===== config.mk =====
export PLATFORM = sky130hd
export DESIGN_NAME = vcrc_regs
export DESIGN_NICKNAME = d
export VERILOG_FILES = /design/src/vcrc_pkg.sv /design/src/vcrc_regs.sv /design/src/vcrc_sync.sv
export VERILOG_INCLUDE_DIRS = /design/src
export SDC_FILE = /design/constraint.sdc
export NUM_CORES = 1
export LEC_CHECK = 0
export BUFFER_PORTS_ARGS = -buffer_cell sky130_fd_sc_hd__buf_2
export CORE_MARGIN = 2
export CORE_UTILIZATION = 44
export CTS_BUF_LIST = sky130_fd_sc_hd__clkbuf_8
export DETAILED_ROUTE_END_ITERATION = 12
export GPL_TIMING_DRIVEN = 0
export PLACE_DENSITY = 0.93
export SLEW_MARGIN = 25
export SYNTH_ARGS = -nofsm -noshare
export SYNTH_HDL_FRONTEND = slang
export SYNTH_SLANG_ARGS = --single-unit

===== constraint.sdc =====
create_clock -name sys_clk -period 1.2 [get_ports sys_clk]
set_input_delay 0.24 -clock sys_clk [delete_from_list [all_inputs] [get_ports sys_clk]]
set_output_delay 0.24 -clock sys_clk [all_outputs]
set_load 0.01 [all_outputs]

===== src/vcrc_defines.svh =====
/*
  Offsets, field positions, reset values and fixed field values of the VC resource 0
  register bank. Assumes it is included by its bare name, once per compilation unit.
*/
`ifndef VCRC_DEFINES_SVH
`define VCRC_DEFINES_SVH

// ****************************************************************************
// Register offsets, as byte addresses on the configuration port.
// ****************************************************************************
`define VCRC_ADDR_W 12
`define VCRC_OFF_PORT_VC_STATUS 12'h20e
`define VCRC_OFF_VC_RES0_CAP 12'h210
`define VCRC_OFF_VC_RES0_CTL 12'h214

// ****************************************************************************
// Port VC status fields.
// ****************************************************************************
`define VCRC_STS_COHERENCY_BIT 0
`define VCRC_STS_RESET 16'h0000

// ****************************************************************************
// VC resource 0 capability fields.
// ****************************************************************************
`define VCRC_CAP_SCHEME_LSB 0
`define VCRC_CAP_SCHEME_MSB 7
`define VCRC_CAP_ADV_SWITCH_BIT 14
`define VCRC_CAP_SNOOP_REJECT_BIT 15
`define VCRC_CAP_SLOTS_LSB 16
`define VCRC_CAP_SLOTS_MSB 22
`define VCRC_CAP_TBL_OFF_LSB 24
`define VCRC_CAP_TBL_OFF_MSB 31
`define VCRC_SCHEMES_UP 8'h03
`define VCRC_SCHEMES_DOWN 8'h01
`define VCRC_TBL_OFF_UP 8'h02
`define VCRC_TBL_OFF_DOWN 8'h00
`define VCRC_MAX_SLOTS 7'h00

// ****************************************************************************
// VC resource 0 control fields.
// ****************************************************************************
`define VCRC_CTL_MAP_LSB 0
`define VCRC_CTL_MAP_MSB 7
`define VCRC_CTL_ENABLE_BIT 31
`define VCRC_MAP_RESET 8'hff
`define VCRC_MAP_RO_MASK 8'h01
`define VCRC_MAP_RW_MASK 8'hfe

`endif


===== src/vcrc_pkg.sv =====
/*
  Types shared by the VC resource 0 register bank: the configuration request and
  answer carriers and the decoded register selection.
  Assumes vcrc_defines.svh is on the include path.
*/
`include "vcrc_defines.svh"

package vcrc_pkg;

  typedef struct packed {
    logic [`VCRC_ADDR_W-1:0] addr;
    logic [31:0] wdata;
    logic wr;
    logic rd;
  } vcrc_req_t;

  typedef struct packed {
    logic [31:0] rdata;
    logic rvalid;
  } vcrc_rsp_t;

  typedef enum logic [1:0] {
    VCRC_SEL_NONE,
    VCRC_SEL_STATUS,
    VCRC_SEL_CAP,
    VCRC_SEL_CTL
  } vcrc_sel_t;

endpackage


===== src/vcrc_regs.sv =====
/*
  Register bank for the port VC status word, the VC resource 0 capability word and the
  VC resource 0 control word of one switch port, plus the traffic class map it drives.
  Assumes a single 10 MHz clock, a plain strobe port from a master on the same clock,
  and a static upstream strap pin that is settled before reset is released.
*/
// Added by the designer: the plain strobed port.
`timescale 1ns/1ps

module vcrc_regs
  import vcrc_pkg::*;
(
  input wire logic sys_clk,
  input wire logic resetn,
  input wire logic clk_en,
  input wire logic upstream_strap,
  input wire vcrc_req_t cfg_req,
  input wire logic [2:0] tc_query,
  output vcrc_rsp_t cfg_rsp,
  output logic [7:0] traffic_class_map,
  output logic tc_query_hit,
  output logic channel_enable,
  output logic port_is_upstream
);

  // **************************************************************************
  // Reset release and strap capture.
  // **************************************************************************
  logic rst_meta_reg;
  logic rst_n_reg;

  always_ff @(posedge sys_clk or negedge resetn) begin
    if (!resetn) begin
      rst_meta_reg <= 1'b0;
      rst_n_reg <= 1'b0;
    end else begin
      rst_meta_reg <= 1'b1;
      rst_n_reg <= rst_meta_reg;
    end
  end

  wire logic strap_sync;

  vcrc_sync u_strap_sync (
    .clk(sys_clk),
    .rst_n(rst_n_reg),
    .ce(clk_en),
    .d(upstream_strap),
    .q(strap_sync)
  );

  // The strap is treated as a level that may change only across a reset, but it is
  // followed continuously so a late-settling pin still lands on the right values.
  logic upstream_reg;

  always_ff @(posedge sys_clk or negedge rst_n_reg) begin
    if (!rst_n_reg) begin
      upstream_reg <= 1'b0;
    end else if (clk_en) begin
      upstream_reg <= strap_sync;
    end
  end

  // **************************************************************************
  // Address decode.
  // **************************************************************************
  wire vcrc_sel_t sel;

  assign sel = (cfg_req.addr == `VCRC_OFF_PORT_VC_STATUS) ? VCRC_SEL_STATUS :
               (cfg_req.addr == `VCRC_OFF_VC_RES0_CAP) ? VCRC_SEL_CAP :
               (cfg_req.addr == `VCRC_OFF_VC_RES0_CTL) ? VCRC_SEL_CTL :
               VCRC_SEL_NONE;

  // **************************************************************************
  // Fixed register images.
  // **************************************************************************
  wire logic [15:0] status_word;
  wire logic [7:0] scheme_flags;
  wire logic [7:0] table_offset;
  // Both words are built field by field in processes, so they are variables, not nets.
  logic [31:0] cap_word;
  logic [31:0] ctl_word;

  // Only VC0 exists, so the table can never be incoherent.
  assign status_word = `VCRC_STS_RESET;

  assign scheme_flags = upstream_reg ? `VCRC_SCHEMES_UP : `VCRC_SCHEMES_DOWN;
  assign table_offset = upstream_reg ? `VCRC_TBL_OFF_UP : `VCRC_TBL_OFF_DOWN;

  always_comb begin
    cap_word = 32'h0000_0000;
    cap_word[`VCRC_CAP_SCHEME_MSB:`VCRC_CAP_SCHEME_LSB] = scheme_flags;
    cap_word[`VCRC_CAP_ADV_SWITCH_BIT] = 1'b0;
    cap_word[`VCRC_CAP_SNOOP_REJECT_BIT] = 1'b0;
    cap_word[`VCRC_CAP_SLOTS_MSB:`VCRC_CAP_SLOTS_LSB] = `VCRC_MAX_SLOTS;
    cap_word[`VCRC_CAP_TBL_OFF_MSB:`VCRC_CAP_TBL_OFF_LSB] = table_offset;
  end

  // **************************************************************************
  // Traffic class map.
  // **************************************************************************
  logic [7:0] map_reg;
  wire logic [7:0] map_next;
  wire logic map_write;

  assign map_write = cfg_req.wr && (sel == VCRC_SEL_CTL);
  // Bit 0 is forced so class zero can never be unmapped by software.
  assign map_next = (cfg_req.wdata[7:0] & `VCRC_MAP_RW_MASK) | `VCRC_MAP_RO_MASK;

  always_ff @(posedge sys_clk or negedge rst_n_reg) begin
    if (!rst_n_reg) begin
      map_reg <= `VCRC_MAP_RESET;
    end else if (clk_en && map_write) begin
      map_reg <= map_next;
    end
  end

  always_comb begin
    ctl_word = 32'h0000_0000;
    ctl_word[`VCRC_CTL_MAP_MSB:`VCRC_CTL_MAP_LSB] = map_reg | `VCRC_MAP_RO_MASK;
    ctl_word[`VCRC_CTL_ENABLE_BIT] = 1'b1;
  end

  // **************************************************************************
  // Read answer.
  // **************************************************************************
  wire logic [31:0] rd_mux;
  vcrc_rsp_t rsp_reg;
  vcrc_rsp_t rsp_next;

  // Unmapped offsets read as zero; all writes outside the map bits are dropped.
  assign rd_mux = (sel == VCRC_SEL_STATUS) ? {16'h0000, status_word} :
                  (sel == VCRC_SEL_CAP) ? cap_word :
                  (sel == VCRC_SEL_CTL) ? ctl_word :
                  32'h0000_0000;

  always_comb begin
    rsp_next.rvalid = cfg_req.rd;
    rsp_next.rdata = cfg_req.rd ? rd_mux : 32'h0000_0000;
  end

  always_ff @(posedge sys_clk or negedge rst_n_reg) begin
    if (!rst_n_reg) begin
      rsp_reg <= '0;
    end else if (clk_en) begin
      rsp_reg <= rsp_next;
    end
  end

  // **************************************************************************
  // Map outputs toward the switch core.
  // **************************************************************************
  logic hit_reg;
  logic enable_reg;
  logic [7:0] map_out_reg;
  wire logic hit_next;

  assign hit_next = map_reg[tc_query] | (tc_query == 3'h0);

  always_ff @(posedge sys_clk or negedge rst_n_reg) begin
    if (!rst_n_reg) begin
      hit_reg <= 1'b0;
      enable_reg <= 1'b0;
      map_out_reg <= `VCRC_MAP_RESET;
    end else if (clk_en) begin
      hit_reg <= hit_next;
      enable_reg <= 1'b1;
      map_out_reg <= map_reg | `VCRC_MAP_RO_MASK;
    end
  end

  assign cfg_rsp = rsp_reg;
  assign traffic_class_map = map_out_reg;
  assign tc_query_hit = hit_reg;
  assign channel_enable = enable_reg;
  assign port_is_upstream = upstream_reg;

endmodule


===== src/vcrc_sync.sv =====
/*
  Two-flop synchroniser for a single level coming from outside the clock domain.
  Assumes the caller supplies the already-released reset and the clock enable.
*/
`timescale 1ns/1ps

module vcrc_sync (
  input wire logic clk,
  input wire logic rst_n,
  input wire logic ce,
  input wire logic d,
  output logic q
);

  logic meta_reg;

  // The first stage feeds only the second one.
  always_ff @(posedge clk or negedge rst_n) begin
    if (!rst_n) begin
      meta_reg <= 1'b0;
      q <= 1'b0;
    end else if (ce) begin
      meta_reg <= d;
      q <= meta_reg;
    end
  end

endmodule


==> results of run 1 <==
[cells by family after synthesis]
kind of cell,count (synthesis),synth area share
compound gates,13,0.05392
mux,20,0.1552
simple gates,14,0.08824
flops,32,0.5343
other cells,2,0.004904
buf+inv,43,0.1634
[layout make-up]
cell class,instances,area share
flip-flops and latches,32,0.4016
clock buffers,6,0.04047
repair buffers,49,0.1361
inverters,17,0.03127
plain buffers,26,0.09135
multi-input cells,71,0.2673
well taps,46,0.02820
clock inverters,2,0.003679
[path summary, 6_finish.rpt]
check,end,slack (ns)
worst max-delay path,traffic_class_map[7],0.03
worst max register to register,tc_query_hit$_DFFE_PN0P_,0.08
worst min register to register,cfg_rsp[6]$_DFFE_PN0P_,0.29
worst min-delay path,map_reg[6]$_DFFE_PN1P_,0.19
max in group asynchronous,cfg_rsp[0]$_DFFE_PN0P_,0.51
min in group asynchronous,rst_meta_reg$_DFF_PN0_,0.27
[metal layers]
| layer | wire, um | vias up | track usage |
|---|---|---|---|
| met5 | 0 | - | 0 |
| met4 | 72 | 0 | 0.06944 |
| met3 | 240 | 8 | 0.07387 |
| met2 | 1325 | 42 | 0.2460 |
| met1 | 1158 | 479 | 0.1778 |
| li1 | - | 523 | - |
[what timing repair did]
item	CTS	global route
hold endpoints to repair	2	0
buffers inserted	0	1
resized for setup	0	4
setup endpoints to repair	0	11
hold buffers	1	0
[where the power goes]
part / internal (mW) / switching, mW
clock network: 0.450 / 0.364
registers: 1.11 / 0.0300
logic: 0.124 / 0.109
total: 1.68 / 0.503
[stage by stage]
stage	setup WS, ns	total power, mW
2_1_floorplan	0.02388	1.301
3_3_place_gp	-0.1780	1.380
3_5_place_dp	-0.2094	1.385
4_1_cts	0.009428	2.205
5_1_grt	0.0005197	2.290
6_report	0.03447	2.184
[layout by cell type (no fill, tap or decap), types with 2 or more instances in the layout]
cell       n
buf_6      4
mux2i_1    2
inv_1     19
mux2_2    16
and3_1     2
conb_1    24
nand2_1    2
dfrtp_1   17
clkbuf_8   6
o22ai_1    7
o21ai_0    3
dfstp_2   14
nand4_1    2
buf_2     45
buf_4     24
==> reports/results.ini, run 1 <==
[status]
status = complete, no violations

[worst_setup_path]
path_delay_family = flip-flops
path_max_fanout = 2
worstPathArrival_ns = 0.93
max_stage_delay_ns = 0.52
crit_required_ns = 0.96
worst_path_max_delay_cell = dfstp_2
worstSetupPathType = reg2out
ff2ff_path_depth = 3
cp-startpoint = traffic_class_map[7]$_DFFE_PN1P_
rr_startpoint = map_reg[7]$_DFFE_PN1P_
startpoint_type = flip-flop
worst-path-buf-inv = 1
crit_path_cell_trace = buf_2
cp.depth = 1
end_kind = primary output

[layout]
largest_register_ff_count = 11
n_fill_cell = 271
seqCellArea_um2 = 819.5
layout-drive-gt1-share = 0.5764
final_area_mm2 = 0.002041
fin_util = 0.6115
fin_cells = 249
antenna_cells = 0
multi_input_area_um2 = 545.5
areaGrowthSynthToFinish_pct = 33.25
final_nets = 255

[timing]
slew_viol_final = 0
slew_headroom = 0.5865
worst_slew_pin_slew_ns = 0.6203
fin_tns_setup_ns = 0
fmax_ghz = 0.8580
hold_violations = 0
clock_skew_ns = 0.003670
hold_slack_ns = 0.1854
post-route-min-period_ns = 1.166
period_share = 0.9713
setup_viol = 0
rsz0062_at_grt = false

[floorplan]
coreArea_mm2 = 0.003337
ioPinCount = 97
die_w_um = 63.00
fp-row-count = 21
die_y_um = 63.00
dieArea_mm2 = 0.003968
initial_core_util = 0.4589

[place]
dp_hpwl_um = 2124
place_congestion = 0.7799
place_area_mm2 = 0.001908
io_buffers = 47
placed_cells = 239

[job]
drv_cap = 0

[global_routing]
antenna_found_initial = 0
grt_pass1_vias = 1030
grt_overflow = 0
grt_use_total = 0.1554
grt_max_degree = 31
grt_pass1_wl_um = 4657

[synthesis]
synth.top_cells.by_area = dfrtp_1, dfstp_2, mux2_2
synth.distinct_cells = 27
syn_inst = 124
synth_edf_count = 0
ys_seq_area_frac = 0.5343
yosys.area.top_type = dfrtp_1
syn_area_mm2 = 0.001531
ys_warn_count = 0
synth_most_common_cell = buf_4
yosys.area.top_type_share = 0.2941
syn-mean-instance-area_um2 = 12.35
synthTopCellsByCount = buf_4, dfrtp_1, inv_1
synth_seq_cells = 32
ys.flop_type = dfrtp_1
postSynth.asyncResetShare = 1.000

[clocking]
cts.sinks = 32
clk_pin_slew_ns = 0.06
clock_path_buffers = 2
cts_buffers = 5
h-tree-depth = 2
clock_latency_ns = 0.28
cts-root-buf = clkbuf_8
cts_tree = built

[detailed_routing]
drt_wl_total_um = 2796
final_antenna_net_count = 0
first_iter_violations = 10
viasPerCell = 4.225
drc = 0
num_vias = 1052
drt-pass1-iter-count = 4
wire_per_inst_um = 11.23

[power]
powerDensity_mw_per_mm2 = 1070
leakagePower_nw = 1.047
irDropWorstVdd_mv = 0.6077

[hold_path]
hold_start = cfg_req[8]
holdPathStages = 2
min_path_type = in2reg

No activity file was read; power rests on OpenSTA's default activity.
==> run 2, diff against run 1 <==
CORE_UTILIZATION = 39   (was 44)
PLACE_DENSITY = 0.88   (was 0.93)
clock period = 1 ns   (was 1.2 ns; I/O delays follow)
==> run 2 against run 1 <==
Net effect: the flow now finishes with violations (setup timing); via count is 6.7% higher; non-clock buffer count is 11 higher; power up 19%; utilization is 0.62 points lower; critical endpoint is now traffic_class_map[1]; die area grew 12%; combinational power rose by 38%; count of clock-buffer cells in the layout decreased by 1; highest routed layer unchanged; sequential cell count is the same; register-to-register slack worse by 0.20 ns; clock skew grew 0.0076 ns; critical path depth did not move.
==> reports/results.ini, run 2 (synthesis gave the netlist of run 1 again) <==
[timing]
post-route-min-period_ns = 1.131
slew_headroom = 0.5600  ; -0.02647
period_share = 1.131
clock_skew_ns = 0.01123  ; +0.007562 ns
setup_viol = 20  ; +20
fin_tns_setup_ns = -1.307  ; -1.307 ns
hold_violations = 0  ; unchanged
slew_viol_final = 0  ; unchanged
fmax_ghz = 0.8843
rsz0062_at_grt = true
postLayoutSetupSlackWorst_ns = -0.1308  ; -0.1653 ns
worst_slew_pin_slew_ns = 0.6600  ; +0.03970 ns

[place]
pre_cts_ws_ns = -0.4271  ; -0.2177 ns
placed_cells = 241  ; +0.84%
place_area_mm2 = 0.001916  ; +0.39%
io_buffers = 47  ; unchanged
place_congestion = 0.7600  ; -2.6%
dp_hpwl_um = 2188  ; +3.0%

[clocking]
cts_buffers = 5  ; unchanged
clock_path_buffers = 2  ; unchanged
clock_latency_ns = 0.28  ; about the same
cts_tree = built
h-tree-depth = 2  ; unchanged
cts-root-buf = clkbuf_8
cts.sinks = 32  ; unchanged
clk_pin_slew_ns = 0.07  ; about the same

[floorplan]
fp-row-count = 22  ; +4.8%
coreArea_mm2 = 0.003716  ; +11%
dieArea_mm2 = 0.004444  ; +12%
die_y_um = 66.67  ; +5.8%
initial_core_util = 0.4121  ; -0.04682
die_w_um = 66.67  ; +5.8%
ioPinCount = 97  ; unchanged

[power]
power.total_mw = 2.593  ; +19%
leakagePower_nw = 1.126  ; +7.5%
irDropWorstVdd_mv = 0.8811  ; +45%
powerDensity_mw_per_mm2 = 1153  ; +7.7%

[worst_setup_path]
worst-path-buf-inv = 1  ; unchanged
ff2ff_setup_slack_ns = -0.12  ; -0.20 ns
worst_path_max_delay_cell = dfstp_2
rr_startpoint = map_reg[5]$_DFFE_PN1P_
crit_required_ns = 0.80  ; -0.16 ns
worstSetupPathType = reg2out
crit_path_cell_trace = buf_6
max_stage_delay_ns = 0.55  ; +0.03 ns
cp-startpoint = traffic_class_map[1]$_DFFE_PN1P_
end_kind = primary output
reg2reg_to = tc_query_hit$_DFFE_PN0P_
startpoint_type = flip-flop
path_delay_family = flip-flops
path_max_fanout = 2  ; unchanged
cp.depth = 1  ; unchanged
critPathCapture = traffic_class_map[1]
ff2ff_path_depth = 3  ; unchanged
worstPathArrival_ns = 0.93  ; about the same

[global_routing]
grt_overflow = 0  ; unchanged
grt_pass1_vias = 1030  ; unchanged
antenna_found_initial = 0  ; unchanged
grt_pass1_wl_um = 4588  ; -1.5%
grt_max_degree = 31  ; unchanged
grt_use_total = 0.1435  ; -0.01188

[layout]
fin_cells = 262  ; +5.2%
layout_common_cells = buf_4, buf_2, conb_1
layout-drive-gt1-share = 0.6402  ; +0.06383
final_nets = 266  ; +4.3%
areaGrowthSynthToFinish_pct = 46.90
final_area_mm2 = 0.002250  ; +10%
antenna_cells = 0  ; unchanged
final_common_cell = buf_4
largest_register_ff_count = 11  ; unchanged

[detailed_routing]
final_antenna_net_count = 0  ; unchanged
num_vias = 1122  ; +6.7%
first_iter_violations = 12  ; +2
drt_wl_total_um = 3208  ; +15%
wire_per_inst_um = 12.24  ; +9.0%
drt-pass1-iter-count = 4  ; unchanged
viasPerCell = 4.282  ; +1.4%
drc = 0  ; unchanged

[status]
status = complete, but fails checks
violations = setup timing

[hold_path]
hold_start = cfg_req[6]
min_path_type = in2reg

[job]
drv_cap = 0  ; unchanged

[run 2: cell types whose count changed in the layout (fill, tap and decap cells not counted), moves of 2 or more]
cell,change
buf_2,-12
o21ai_0,-2
o22ai_2,+6
buf_4,+10
buf_6,+13
o22ai_1,-6
[run 2: stage by stage]
stage / util / hold WS (ns)
3_3_place_gp: 0.5152 / -0.01392
2_1_floorplan: - / -0.09559
3_5_place_dp: 0.5155 / -0.01325
5_1_grt: 0.6054 / 0.1381
6_report: 0.6054 / 0.1435
4_1_cts: 0.5768 / 0.1396
[run 2: worst min-delay path by stage]
stage	end	slack, ns	depth (start not counted)
6_report	map_reg[4]$_DFFE_PN1P_	0.14	2
3_5_place_dp	rst_meta_reg$_DFF_PN0_	-0.01	1
5_1_grt	map_reg[4]$_DFFE_PN1P_	0.14	2
3_3_place_gp	rst_meta_reg$_DFF_PN0_	-0.01	1
4_1_cts	map_reg[6]$_DFFE_PN1P_	0.14	2
2_1_floorplan	rst_meta_reg$_DFF_PN0_	-0.1	0
[run 2: timing repair]
item | 4_1_cts | 5_1_grt
endpoints found under the hold margin | 2 | 0
pin swaps | 4 | 6
buffers inserted | 9 | 3
hold buffers | 1 | 0
gates resized for setup | 11 | 16
setup endpoints to repair | 35 | 37
[run 2: final cells by class]
type	instances	area, um^2
Fill cell	325	1466
Multi-Input combinational cell	71	599.3
Timing Repair Buffer	60	439.2
Inverter	17	63.81
Buffer	26	186.4
Tap cell	48	60.06
Clock buffer	5	68.82
Sequential cell	32	819.5
Clock inverter	3	12.51
[run 2: where the power goes]
group / switching [mW] / total, mW / internal (mW) / leakage [nW]
Clock: 0.441 / 0.908 / 0.467 / 0.0505
Sequential: 0.0343 / 1.36 / 1.33 / 0.375
Combinational: 0.145 / 0.322 / 0.177 / 0.701
Total: 0.621 / 2.59 / 1.97 / 1.13
[run 2: routing by layer]
layer	track usage	routed length, um	share of wire	vias up
li1	-	-	-	549
met5	0	0	0	-
met3	0.04561	247	0.077	8
met1	0.1590	1279	0.40	517
met4	0.06888	70	0.022	0
met2	0.2475	1610	0.50	48
==> run 3, diff against run 2 <==
ABC_AREA = 1   (was default)
CORE_UTILIZATION = 41   (was 39)
CTS_CLUSTER_DIAMETER = 200   (was default)
PLACE_DENSITY = 0.9   (was 0.88)
SLEW_MARGIN = default   (was 25)
==> run 3 against run 2 <==
Net effect: the run still ends with setup timing left; global-route usage grew 4.6 points; critical path depth stayed put; fmax is 0.42% lower; sequential cell count did not move; die area up 4.2%; highest routed layer unchanged.
==> reports/results.ini, run 3 <==
[synthesis]
postSynth.asyncResetShare = 1.000  ; unchanged
synth_most_common_cell = nand2_1
ys_seq_area_frac = 0.4862  ; -0.04807
ys_warn_count = 0  ; unchanged
synth.top_cells.by_area = dfrtp_1, dfstp_2, nand2_1
synth_edf_count = 0  ; unchanged
syn_area_mm2 = 0.001683  ; +9.9%
ys.flop_type = dfrtp_1
yosys.area.top_type_share = 0.2677  ; -0.02646
synth_seq_cells = 32  ; unchanged
yosys.area.top_type = dfrtp_1
synthTopCellsByCount = nand2_1, buf_4, dfrtp_1
syn_inst = 207  ; +67%
synth-compound-area-share = 0.02082  ; -0.03310
syn-mean-instance-area_um2 = 8.130  ; -34%
synth.area.mux_share = 0  ; -0.1552
synth.distinct_cells = 25  ; -7.4%
synthSimpleGateAreaFrac = 0.3264  ; +0.2382
synthXorXnorAreaFrac = 0  ; unchanged
synth_top_family_by_area = simple AND/OR/NAND/NOR gates
synthAdderAreaFrac = 0  ; unchanged

[layout]
final_nets = 355  ; +33%
final_common_cell = nand2_1
seqCellArea_um2 = 819.5  ; unchanged
multi_input_area_um2 = 676.9  ; +13%
antenna_cells = 0  ; unchanged
layout_common_cells = nand2_1, buf_4, buf_2
largest_register_ff_count = 11  ; unchanged
fin_cells = 353  ; +35%
n_fill_cell = 345  ; +6.2%
layout-drive-gt1-share = 0.4224  ; -0.2177
areaGrowthSynthToFinish_pct = 40.00

[timing]
fin_tns_setup_ns = -1.076  ; +0.2312 ns
worst_slew_pin_slew_ns = 0.6219  ; -0.03805 ns
fmax_ghz = 0.8806  ; -0.42%
period_share = 1.136  ; +0.004769
rsz0062_at_grt = true
slew_viol_final = 0  ; unchanged
slew_headroom = 0.5854  ; +0.02536
post-route-min-period_ns = 1.136  ; +0.004769 ns
hold_violations = 0  ; unchanged
postLayoutSetupSlackWorst_ns = -0.1356  ; -0.004769 ns
clock_skew_ns = 0.009196  ; -0.002036 ns
setup_viol = 16  ; -20%

[global_routing]
grt_overflow = 0  ; unchanged
grt_pass1_vias = 1408  ; +37%
grt_max_degree = 31  ; unchanged
grt_pass1_wl_um = 6389  ; +39%
grt_use_total = 0.1897  ; +0.04620
antenna_found_initial = 0  ; unchanged

[status]
violations = setup timing
status = complete, but fails checks

[power]
powerDensity_mw_per_mm2 = 1123  ; -2.6%
power.total_mw = 2.645  ; +2.0%
power.share.clock = 0.355  ; +0.005
power.internal_mw = 1.947  ; -1.3%
irDropWorstVdd_mv = 0.5274  ; -40%
seq_power_share = 0.515  ; -0.011
leakagePower_nw = 1.370  ; +22%
combPwrFrac = 0.130  ; +0.006
swShare = 0.2639  ; +0.02450
p_sw_mw = 0.6979  ; +12%

[clocking]
clock_path_buffers = 2  ; unchanged
cts.sinks = 32  ; unchanged
clk_pin_slew_ns = 0.07  ; about the same
cts_buffers = 5  ; unchanged
cts_tree = built
clock_latency_ns = 0.29  ; about the same
h-tree-depth = 2  ; unchanged
cts-root-buf = clkbuf_8

[worst_setup_path]
path_delay_family = flip-flops
ff2ff_setup_slack_ns = -0.06  ; +0.06 ns
critPathCapture = traffic_class_map[2]
worstSetupPathType = reg2out
cp-startpoint = traffic_class_map[2]$_DFFE_PN1P_
worstPathArrival_ns = 0.94  ; about the same
crit_required_ns = 0.80  ; about the same
worst-path-buf-inv = 1  ; unchanged
cp.depth = 1  ; unchanged
rr_startpoint = map_reg[2]$_DFFE_PN1P_
worst_path_max_delay_cell = dfstp_2
end_kind = primary output
max_stage_delay_ns = 0.54  ; about the same
startpoint_type = flip-flop
ff2ff_path_depth = 4  ; +1
crit_path_cell_trace = buf_6
path_max_fanout = 2  ; unchanged
reg2reg_to = tc_query_hit$_DFFE_PN0P_

[floorplan]
die_w_um = 68.07  ; +2.1%
dieArea_mm2 = 0.004633  ; +4.2%
fp-row-count = 23  ; +4.5%
coreArea_mm2 = 0.003971  ; +6.9%
die_y_um = 68.07  ; +2.1%
initial_core_util = 0.4238  ; +0.01163
ioPinCount = 97  ; unchanged

[detailed_routing]
drt_wl_total_um = 4096  ; +28%
final_antenna_net_count = 0  ; unchanged
num_vias = 1557  ; +39%
first_iter_violations = 127  ; +115
drt-pass1-iter-count = 4  ; unchanged
viasPerCell = 4.411  ; +3.0%
wire_per_inst_um = 11.60  ; -5.2%
drc = 0  ; unchanged

[place]
placed_cells = 326  ; +35%
dp_hpwl_um = 2800  ; +28%
io_buffers = 47  ; unchanged
pre_cts_ws_ns = -0.2302  ; +0.1970 ns
place_congestion = 0.8516  ; +12%

[job]
drv_cap = 0  ; unchanged

[hold_path]
min_path_type = in2reg

-- run 3: changes by cell type after synthesis, sizes merged, moves of 3 or more --
cell    previous run  this run
o22ai              7         0
nand3              0        12
mux2              17         0
nand4              3         9
clkbuf             0         3
nand2              2        84
nor2               1        12
-- run 3: worst min-delay path by stage --
stage | startpoint | to | slack, ns | depth (start not counted)
after floorplan | resetn | rst_meta_reg$_DFF_PN0_ | -0.1 | 0
final | cfg_req[3] | map_reg[1]$_DFFE_PN1P_ | 0.13 | 3
after detailed placement | resetn | rst_meta_reg$_DFF_PN0_ | -0.01 | 1
after global placement | resetn | rst_meta_reg$_DFF_PN0_ | -0.01 | 1
after CTS | cfg_req[3] | map_reg[1]$_DFFE_PN1P_ | 0.12 | 3
after global routing | cfg_req[5] | map_reg[3]$_DFFE_PN1P_ | 0.16 | 3
-- run 3: per-layer routing --
| layer | vias up | wire length [um] | global-route usage | share of wire |
|---|---|---|---|---|
| met3 | 8 | 297 | 0.05099 | 0.073 |
| met2 | 55 | 2113 | 0.3167 | 0.52 |
| met1 | 714 | 1601 | 0.2312 | 0.39 |
| met4 | 0 | 83 | 0.07750 | 0.020 |
| li1 | 780 | - | - | - |
| met5 | - | 0 | 0 | 0 |
-- run 3: worst min-delay path: stages --
cell	delay, ns
buf_2	0.09
nand4_1	0.07
nand2_1	0.05
-- run 3: layout make-up --
cell class,instances,area share
plain buffers,29,0.08710
clock buffers,5,0.02921
clock inverters,3,0.005311
inverters,18,0.02868
multi-input cells,150,0.2873
flip-flops and latches,32,0.3478
well taps,50,0.02655
repair buffers,66,0.1880
-- run 3: cells by family after synthesis --
group / after synthesis
other cells: 2
buf+inv: 47
simple gates: 120
compound gates: 6
flops: 32
-- run 3: power by group through the flow --
| stage | logic, mW | clock network (mW) | registers (mW) |
|---|---|---|---|
| 6_report | 0.343 | 0.940 | 1.36 |
| 5_1_grt | 0.380 | 1.01 | 1.37 |
| 4_1_cts | 0.327 | 0.956 | 1.36 |
| 3_5_place_dp | 0.317 | 0 | 1.38 |
| 3_3_place_gp | 0.305 | 0 | 1.38 |
| 2_1_floorplan | 0.207 | 0 | 1.38 |
-- run 3: timing repair --
item	CTS	global route
setup buffers	12	6
hold endpoints to repair	2	0
setup endpoints to repair	52	22
resized for setup	8	4
hold buffers	1	0
pin swaps	0	4
-- run 3: through the flow --
stage	util	hold WS, ns	instance area [um^2]
global placement	0.5195	-0.01423	2063
CTS	0.5766	0.1242	2290
global route	0.5933	0.1579	2356
finish	0.5933	0.1276	2356
floorplan	-	-0.09559	1765
detailed placement	0.5195	-0.01052	2063
